$ cat src/rhcpa_pkg.sv
// Package for the receive HDLC channel provisioning indirect access block.
// Assumes a single 10 MHz clock domain and an AXI4-Lite register bus.
package rhcpa_pkg;
  localparam logic [11:0] RHCPA_SEL_OFF   = 12'h200;
  localparam logic [11:0] RHCPA_DATA1_OFF = 12'h204;
  localparam logic [11:0] RHCPA_TRANSFER_SIZE_OFF  = 12'h208;
  localparam int RHCPA_CHANNEL_NUMBER_LSB   = 0;
  localparam int RHCPA_DIR_BIT    = 14;
  localparam int RHCPA_BUSY_BIT   = 15;
  localparam int RHCPA_FIFO_BLOCK_POINTER_LSB   = 0;
  localparam int RHCPA_TRANSFER_AVAILABLE_BIT = 10;
  localparam int RHCPA_DELINEATE_ENABLE_BIT  = 11;
  localparam int RHCPA_FCS_DISCARD_BIT  = 12;
  localparam int RHCPA_CRC_LSB    = 13;
  localparam int RHCPA_PROVISION_ENABLE_BIT   = 15;
  localparam int RHCPA_ACCESS_CYCLES = 2;
  localparam int RHCPA_BLOCK_BYTES   = 16;
  localparam logic [1:0] RHCPA_RESP_OKAY   = 2'b00;
  localparam logic [1:0] RHCPA_RESP_SLVERR = 2'b10;
  typedef enum logic [1:0] {
    RHCPA_CRC_NONE  = 2'b00,
    RHCPA_CRC_CCITT = 2'b01,
    RHCPA_CRC_32    = 2'b10,
    RHCPA_CRC_RSVD  = 2'b11
  } rhcpa_crc_t;
  typedef struct packed {
    logic       provision_enable;
    rhcpa_crc_t crc;
    logic       fcs_discard;
    logic       delineate_enable;
    logic [8:0] fifo_block_pointer;
  } rhcpa_entry_t;
  localparam rhcpa_entry_t RHCPA_ENTRY_RST = '{provision_enable: 1'b0, crc: RHCPA_CRC_NONE, fcs_discard: 1'b0,
                                               delineate_enable: 1'b0, fifo_block_pointer: 9'h000};
  typedef struct packed {
    logic       enable;
    logic       delineate;
    rhcpa_crc_t crc_check;
    logic       discard_fcs;
  } rhcpa_ctrl_t;
endpackage : rhcpa_pkg

$ cat src/rhcpa_top.sv
// Indirect access port to the receive HDLC channel provisioning memory.
// Assumes one clock, synchronous active-low reset and an AXI4-Lite master.
`timescale 1ns/1ps
`default_nettype none
// What this block does
// - A select register write with byte strobes 0 and 1 set, while not busy, launches one indirect access to the channel.
// - A five-bit channel number picks the provisioning entry accessed.
// - Direction zero copies the data register into the selected entry.
// - Direction one loads the selected entry, except its FIFO block pointer, into the data register.
// - Busy rises on the launching write, holds during the access, then clears.
// - The nine-bit FIFO block pointer is write-only and loaded before writing.
// - Transfer available shows FIFO threshold or end-of-packet, refreshed only by reads.
// - Delineate enable turns on flag delineation and de-stuffing.
// - Delineate disabled means no delineation, de-stuffing or CRC check.
// - FCS discard with nonzero CRC select drops CRC bytes, else they are stored.
// - The descriptor byte count matches whether CRC bytes were kept.
// - FCS discard has no effect while delineation is off.
// - CRC select 00 none, 01 CCITT, 10 CRC-32, 11 reserved; ignored without delineation.
// - Provision enable processes the channel's data; cleared it ignores it.
// - Writable data fields other than the FIFO block pointer read back the last write until an indirect read completes.
// - Request threshold is transfer size plus one sixteen-byte blocks, or end-of-packet.
module rhcpa_top
  import rhcpa_pkg::*;
#(
  parameter int CHANNELS = 32
) (
  input  wire  logic                clk,
  input  wire  logic                rstn,
  input  wire  logic [11:0]         s_axi_awaddr,
  input  wire  logic                s_axi_awvalid,
  output logic                      s_axi_awready,
  input  wire  logic [31:0]         s_axi_wdata,
  input  wire  logic [3:0]          s_axi_wstrb,
  input  wire  logic                s_axi_wvalid,
  output logic                      s_axi_wready,
  output logic [1:0]                s_axi_bresp,
  output logic                      s_axi_bvalid,
  input  wire  logic                s_axi_bready,
  input  wire  logic [11:0]         s_axi_araddr,
  input  wire  logic                s_axi_arvalid,
  output logic                      s_axi_arready,
  output logic [31:0]               s_axi_rdata,
  output logic [1:0]                s_axi_rresp,
  output logic                      s_axi_rvalid,
  input  wire  logic                s_axi_rready,
  input  wire  logic [4:0]          ctrl_channel_number,
  output rhcpa_ctrl_t               ctrl_out,
  output logic [8:0]                ctrl_fifo_block_pointer,
  input  wire  logic [CHANNELS-1:0] fifo_eop,
  input  wire  logic [CHANNELS-1:0][11:0] fifo_bytes,
  input  wire  logic [4:0]          desc_payload_len,
  input  wire  logic                desc_fcs_len4,
  output logic [5:0]                desc_byte_count
);
  rhcpa_entry_t mem_q [CHANNELS];
  logic [2:0]   transfer_size_mem_q [CHANNELS];
  logic [4:0]   channel_number_q;
  logic         dir_q;
  logic         busy_q;
  logic [1:0]   cnt_q;
  rhcpa_entry_t data_q;
  logic         transfer_available_q;
  logic [2:0]   transfer_size_q;
  logic         aw_held_q;
  logic [11:0]  awaddr_q;
  logic         w_held_q;
  logic [31:0]  wdata_q;
  logic [3:0]   wstrb_q;
  logic         bvalid_q;
  logic [1:0]   bresp_q;
  logic         rvalid_q;
  logic [31:0]  rdata_q;
  logic [1:0]   rresp_q;

  // Write address and data are latched independently, then committed together.
  wire         aw_take  = s_axi_awvalid && !aw_held_q && !bvalid_q;
  wire         w_take   = s_axi_wvalid && !w_held_q && !bvalid_q;
  wire         aw_have  = aw_held_q || aw_take;
  wire         w_have   = w_held_q || w_take;
  wire         wr_fire  = aw_have && w_have && !bvalid_q;
  wire [11:0]  wr_addr  = aw_held_q ? awaddr_q : s_axi_awaddr;
  wire [31:0]  wr_data  = w_held_q ? wdata_q : s_axi_wdata;
  wire [3:0]   wr_strb  = w_held_q ? wstrb_q : s_axi_wstrb;
  wire         wr_sel   = wr_fire && wr_addr == RHCPA_SEL_OFF;
  wire         wr_d1    = wr_fire && wr_addr == RHCPA_DATA1_OFF;
  wire         wr_xf    = wr_fire && wr_addr == RHCPA_TRANSFER_SIZE_OFF;
  wire         wr_ok    = wr_sel || wr_d1 || wr_xf;
  wire         lo_en    = wr_strb[0];
  wire         hi_en    = wr_strb[1];
  wire         launch   = wr_sel && hi_en && lo_en && !busy_q;
  wire         done     = busy_q && cnt_q == 2'(RHCPA_ACCESS_CYCLES - 1);
  wire         rd_take  = s_axi_arvalid && !rvalid_q;
  wire [31:0]  sel_word = {16'h0000, busy_q, dir_q, 9'h000, channel_number_q};
  wire [31:0]  d1_word  = {16'h0000, data_q.provision_enable, data_q.crc, data_q.fcs_discard, data_q.delineate_enable,
                           transfer_available_q, 10'h000};
  wire [31:0]  xf_word  = {29'h0000_0000, transfer_size_q};
  wire         rd_sel   = s_axi_araddr == RHCPA_SEL_OFF;
  wire         rd_d1    = s_axi_araddr == RHCPA_DATA1_OFF;
  wire         rd_xf    = s_axi_araddr == RHCPA_TRANSFER_SIZE_OFF;
  wire [31:0]  rd_word  = rd_sel ? sel_word : rd_d1 ? d1_word : rd_xf ? xf_word : 32'h0000_0000;

  // Threshold per channel: (transfer size + 1) blocks, or any end-of-packet waiting.
  logic [CHANNELS-1:0] transfer_available_live;
  for (genvar g = 0; g < CHANNELS; g++) begin : g_thr
    wire [11:0] thr = 12'((32'(transfer_size_mem_q[g]) + 1) * RHCPA_BLOCK_BYTES);
    assign transfer_available_live[g] = fifo_eop[g] || fifo_bytes[g] >= thr;
  end

  // Per-channel controls driven into the receive HDLC processor.
  rhcpa_entry_t cur;
  assign cur                  = mem_q[ctrl_channel_number];
  assign ctrl_fifo_block_pointer            = cur.fifo_block_pointer;
  assign ctrl_out.enable      = cur.provision_enable;
  assign ctrl_out.delineate   = cur.provision_enable && cur.delineate_enable;
  assign ctrl_out.crc_check   = (cur.provision_enable && cur.delineate_enable) ? cur.crc : RHCPA_CRC_NONE;
  assign ctrl_out.discard_fcs = cur.provision_enable && cur.delineate_enable && cur.fcs_discard
                                && cur.crc != RHCPA_CRC_NONE;
  wire [5:0] fcs_len = desc_fcs_len4 ? 6'd4 : 6'd2;
  assign desc_byte_count = {1'b0, desc_payload_len}
                           + (ctrl_out.discard_fcs || !ctrl_out.delineate ? 6'd0 : fcs_len);

  assign s_axi_awready = aw_take;
  assign s_axi_wready  = w_take;
  assign s_axi_bvalid  = bvalid_q;
  assign s_axi_bresp   = bresp_q;
  assign s_axi_arready = rd_take;
  assign s_axi_rvalid  = rvalid_q;
  assign s_axi_rdata   = rdata_q;
  assign s_axi_rresp   = rresp_q;

  always_ff @(posedge clk) begin
    if (!rstn) begin
      aw_held_q <= 1'b0;
      w_held_q  <= 1'b0;
      awaddr_q  <= 12'h000;
      wdata_q   <= 32'h0000_0000;
      wstrb_q   <= 4'h0;
      bvalid_q  <= 1'b0;
      bresp_q   <= RHCPA_RESP_OKAY;
    end else begin
      if (aw_take && !wr_fire) begin
        aw_held_q <= 1'b1;
        awaddr_q  <= s_axi_awaddr;
      end
      if (w_take && !wr_fire) begin
        w_held_q <= 1'b1;
        wdata_q  <= s_axi_wdata;
        wstrb_q  <= s_axi_wstrb;
      end
      if (wr_fire) begin
        aw_held_q <= 1'b0;
        w_held_q  <= 1'b0;
        bvalid_q  <= 1'b1;
        bresp_q   <= wr_ok ? RHCPA_RESP_OKAY : RHCPA_RESP_SLVERR;
      end else if (s_axi_bready) begin
        bvalid_q <= 1'b0;
      end
    end
  end

  always_ff @(posedge clk) begin
    if (!rstn) begin
      rvalid_q <= 1'b0;
      rdata_q  <= 32'h0000_0000;
      rresp_q  <= RHCPA_RESP_OKAY;
    end else if (rd_take) begin
      rvalid_q <= 1'b1;
      rdata_q  <= rd_word;
      rresp_q  <= (rd_sel || rd_d1 || rd_xf) ? RHCPA_RESP_OKAY : RHCPA_RESP_SLVERR;
    end else if (s_axi_rready) begin
      rvalid_q <= 1'b0;
    end
  end

  // Select register and access sequencer.
  always_ff @(posedge clk) begin
    if (!rstn) begin
      channel_number_q <= 5'h00;
      dir_q  <= 1'b0;
      busy_q <= 1'b0;
      cnt_q  <= 2'd0;
    end else if (launch) begin
      channel_number_q <= wr_data[RHCPA_CHANNEL_NUMBER_LSB +: 5];
      dir_q  <= wr_data[RHCPA_DIR_BIT];
      busy_q <= 1'b1;
      cnt_q  <= 2'd0;
    end else if (done) begin
      busy_q <= 1'b0;
    end else if (busy_q) begin
      cnt_q <= cnt_q + 2'd1;
    end
  end

  // Data registers: software writes hold until a completed indirect read.
  always_ff @(posedge clk) begin
    if (!rstn) begin
      data_q   <= RHCPA_ENTRY_RST;
      transfer_available_q <= 1'b0;
      transfer_size_q   <= 3'd0;
    end else if (done && dir_q) begin
      data_q.provision_enable  <= mem_q[channel_number_q].provision_enable;
      data_q.crc   <= mem_q[channel_number_q].crc;
      data_q.fcs_discard <= mem_q[channel_number_q].fcs_discard;
      data_q.delineate_enable <= mem_q[channel_number_q].delineate_enable;
      transfer_available_q     <= transfer_available_live[channel_number_q];
      transfer_size_q       <= transfer_size_mem_q[channel_number_q];
    end else begin
      if (wr_d1 && lo_en) data_q.fifo_block_pointer[7:0] <= wr_data[RHCPA_FIFO_BLOCK_POINTER_LSB +: 8];
      if (wr_d1 && hi_en) data_q.fifo_block_pointer[8] <= wr_data[RHCPA_FIFO_BLOCK_POINTER_LSB + 8];
      if (wr_d1 && hi_en) begin
        data_q.provision_enable  <= wr_data[RHCPA_PROVISION_ENABLE_BIT];
        data_q.crc   <= rhcpa_crc_t'(wr_data[RHCPA_CRC_LSB +: 2]);
        data_q.fcs_discard <= wr_data[RHCPA_FCS_DISCARD_BIT];
        data_q.delineate_enable <= wr_data[RHCPA_DELINEATE_ENABLE_BIT];
      end
      if (wr_xf && lo_en) transfer_size_q <= wr_data[2:0];
    end
  end

  // Provisioning memory, written at the end of an indirect write.
  always_ff @(posedge clk) begin
    if (!rstn) begin
      for (int i = 0; i < CHANNELS; i++) begin
        mem_q[i]      <= RHCPA_ENTRY_RST;
        transfer_size_mem_q[i] <= 3'd0;
      end
    end else if (done && !dir_q) begin
      mem_q[channel_number_q]      <= data_q;
      transfer_size_mem_q[channel_number_q] <= transfer_size_q;
    end
  end
endmodule : rhcpa_top
`default_nettype wire

$ cat config.mk
export PLATFORM = sky130hd
export DESIGN_NAME = rhcpa_top
export DESIGN_NICKNAME = d
export VERILOG_FILES = /design/src/rhcpa_pkg.sv /design/src/rhcpa_top.sv
export SDC_FILE = /design/constraint.sdc
export NUM_CORES = 1
export LEC_CHECK = 0
export BUFFER_PORTS_ARGS = -buffer_cell sky130_fd_sc_hd__clkbuf_2
export CORE_ASPECT_RATIO = 0.8
export CORE_UTILIZATION = 41
export CTS_CLUSTER_SIZE = 12
export DETAILED_ROUTE_END_ITERATION = 10
export PLACE_DENSITY = 0.68
export SYNTH_ARGS = -nofsm -noshare
export SYNTH_HDL_FRONTEND = slang
export SYNTH_SLANG_ARGS = --single-unit
export TNS_END_PERCENT = 20
$ cat constraint.sdc
create_clock -name clk -period 3.5 [get_ports clk]
set_input_delay 0.35 -clock clk [delete_from_list [all_inputs] [get_ports clk]]
set_output_delay 0.35 -clock clk [all_outputs]
set_load 0.02 [all_outputs]
==> impl_metrics.toml <==
[grt]
overflow = 0
antenna_found_initial = 6
grt_pass1_wl_mm = 149.7
grt_pass1_vias = 23232
grt_max_degree = 69
grt_usage_pct = 23.89

[setup_path]
r2r_setup_slack_ps = 490
start_kind = "flip-flop"
crit_fanout = 2
max_stage_delay_ps = 520
worstPathRequired_ps = 3150
critPathTopFamily = "multiplexers"
cp_num_buf_inv = 2
cp_data_arrival_time_ps = 3700
path_cells = "mux4_2 > mux2_4 > mux4_2 > o221ai_4 > and2_1 > and2b_1 > ha_2 > inv_2 > fa_2 > xnor2_4 > buf_8"
path_common_cell = "mux4_2"
crit_path_end_kind = "primary output"
cp_slowest_cell = "mux4_2"
path_class = "reg -> out"

[synth]
synth_top_area_share_pct = 47.91
yosysUniqueCellTypes = 63
syn_inst = 2563
async_reset_ff_share_pct = 0
synth_top_cell_by_area = "edfxtp_1"
yosysWarnings = 0
synth.ff_latch_count = 621
synth_edf_count = 544
netlist_area_um2 = 34100
synthTopCellsByArea = "edfxtp_1 48%, mux4_2 14%, and2_1 10%"
yosysSeqAreaShare_pct = 52.43
syn_area_per_cell_um2 = 13.30
ys.flop_type = "edfxtp_1"

[route]
totalWireLength_mm = 101.8
antenna_left = 0
routed_via_density = 5.491
routedLengthMet1_mm = 42.83
vias = 23388
top_layer_used = "met5"
dr_wl_met3_mm = 11.19
wl_met2_mm = 46.04
firstDrtPassIters = 5
wl_per_cell_um = 23.90
drtIter0Drc = 2316
drc = 0

[die]
die_height_um = 259.9
fp-row-count = 94
dieArea_um2 = 84330
ioPinCount = 555
start_util_pct = 41.42
die_w_um = 324.4
core-area_um2 = 82330

[clocking]
clockBufferDepth = 3
cts_tree = "built"
insertion_delay_ps = 600
cts_max_level = 2
clock_sinks = 621
cts_root_buf = "clkbuf_16"
clk_pin_slew_worst_paths_ps = 60
cts_buffers = 59

[timing]
fin_crit_sh_pct = 115.6
period_needed_ps = 4045
setup_slack_ps = -545.3
fmax_mhz = 247.2
slew_headroom_pct = 17.94
drv_slew = 0
finalHoldViolCount = 0
tightest_slew_ps = 1229
whs_ps = 28.10
rsz0062_at_grt = "yes"
setup_viol = 5
fin_skew_ps = 11.97
tns_ps = -2059

[worst_hold_path]
hp-class = "in -> reg"

[run_status]
outcome = "finished with violations"
failed_checks = "setup timing"

[final_layout]
fill_cells = 7155
syn_to_final_growth_pct = 18.80
final_nets = 3776
fin_util_pct = 49.20
fin_cells = 4259
layout-drive-gt1-share_pct = 32.02

[place]
dp.cells = 4143
hpwl_mm = 74.14
port_buffers = 509
place.gp.congestion = 0.9072

[pwr]
p_leak_nw = 15.80
power_density_nw_per_um2 = 401.6
finalPower_w = 0.01627
peakVddDrop_mv = 0.3682

[flow_run]
max_cap_viol_count = 0
[cell usage in the layout, fill, tap and decap left out, types with 7 or more instances in the layout]
cell type | synthesis | layout
o21ai_1 | 0 | 17
mux2_2 | 30 | 29
buf_12 | 0 | 13
nand2_1 | 100 | 100
a311o_1 | 8 | 8
mux4_2 | 218 | 218
clkbuf_16 | 0 | 60
xnor2_1 | 35 | 34
nor4_1 | 50 | 50
o21ai_2 | 0 | 15
o211ai_1 | 8 | 8
a31oi_1 | 16 | 16
buf_4 | 24 | 133
ha_1 | 163 | 162
dfxtp_1 | 77 | 74
conb_1 | 1 | 23
dlygate4sd3_1 | 0 | 18
nor3_1 | 29 | 29
and3_1 | 9 | 9
or4b_2 | 10 | 10
and2_1 | 554 | 554
nor4b_1 | 17 | 17
clkbuf_1 | 140 | 26
clkbuf_2 | 0 | 502
o21a_1 | 8 | 7
mux2i_1 | 46 | 46
nand3_1 | 54 | 54
inv_1 | 110 | 109
o21ai_0 | 50 | 18
a21oi_1 | 13 | 13
a21boi_0 | 24 | 24
edfxtp_1 | 544 | 544
nor2_1 | 56 | 53
a21o_1 | 9 | 9
nor2b_1 | 53 | 53
[registers in the layout (all words and copies together), names as in the netlist, named ones only]
name,count
mem_q,448
transfer_size_mem_q,96
wdata_q,14
awaddr_q,12
s_axi_rdata,11
data_q,9
channel_number_q,5
d1_word,5
transfer_size_q,3
cnt_q,2
wstrb_q,2
aw_held_q,1
busy_q,1
dir_q,1
s_axi_bresp,1
s_axi_bvalid,1
s_axi_rresp,1
s_axi_rvalid,1
transfer_available_q,1
w_held_q,1
[final timing paths]
| kind | from | to | depth (start not counted) |
|---|---|---|---|
| min reg2reg | wdata_q[12] | wdata_q[12] | 2 |
| max reg2reg | transfer_size_mem_q[15][0] | transfer_available_q | 10 |
| max | mem_q[18][12] | desc_byte_count[3] | 11 |
| min | s_axi_awaddr[7] | awaddr_q[7] | 3 |
[worst reg2reg max path, stage by stage (launching register included)]
cell and delay, ps:
edfxtp_1 420, inv_1 80, ha_1 340, or4b_2 670, o21ai_0 190, a21o_1 140, a31oi_1 100, a2111oi_0 520
nor4b_1 110, a41oi_1 230, buf_4 160
[cells by family after synthesis]
family | Yosys count | synth area share, %
DFF | 621 | 52.43
buffers and inverters | 307 | 3.750
and+or+nand+nor | 961 | 16.49
adders and majority gates | 164 | 6.040
other | 1 | 0.01100
xor gates and xnor gates | 35 | 0.8990
muxes | 294 | 16.74
AOI/OAI and AO/OA | 180 | 3.647
[Yosys cell counts (30+ instances only)]
cell type,count
and2_1,554
ha_1,163
clkbuf_1,140
mux2_2,30
o21ai_0,50
edfxtp_1,544
inv_1,110
dfxtp_1,77
nand2_1,100
nand3_1,54
mux4_2,218
nor4_1,50
nor2b_1,53
xnor2_1,35
mux2i_1,46
nor2_1,56
[layout make-up]
cell class | instances | area (µm²) | area share, %
diodes | 1 | 2.502 | 0.006177
clock buffers | 90 | 1648 | 4.068
clock inverters | 7 | 48.80 | 0.1205
inverters | 110 | 412.9 | 1.019
multi-input cells | 1657 | 15140 | 37.38
flip-flops and latches | 621 | 17880 | 44.15
well taps | 1104 | 1381 | 3.410
repair buffers | 669 | 3991 | 9.853
[where the power goes]
| group | total [W] | internal (W) | switching (W) |
|---|---|---|---|
| registers | 0.00847 | 0.00833 | 0.000148 |
| clock network | 0.00592 | 0.00321 | 0.00271 |
| logic | 0.00188 | 0.000907 | 0.000968 |
| total | 0.0163 | 0.0124 | 0.00382 |
[what timing repair did]
action / in CTS / in global routing
endpoints found under the setup margin: 5 / 5
setup buffers: 0 / 0
pin swaps: 6 / 0
hold endpoints to repair: 17 / 0
hold buffers: 18 / 0
gates resized for setup: 6 / 6
[metal layers]
layer | track usage (%) | vias up
li1 | - | 10578
met1 | 33.21 | 11641
met2 | 37.48 | 1042
met3 | 6.690 | 125
met4 | 4.687 | 2
met5 | 0 | -
[per-stage QoR]
step	setup slack, ps	cell area, µm²
6_report	-545.3	40510
3_5_place_dp	-316.6	38590
3_3_place_gp	-322.7	38590
4_1_cts	-598.2	40500
2_1_floorplan	-4.298	34280
5_1_grt	-681.6	40510
Power figures use the tool's default switching activity.
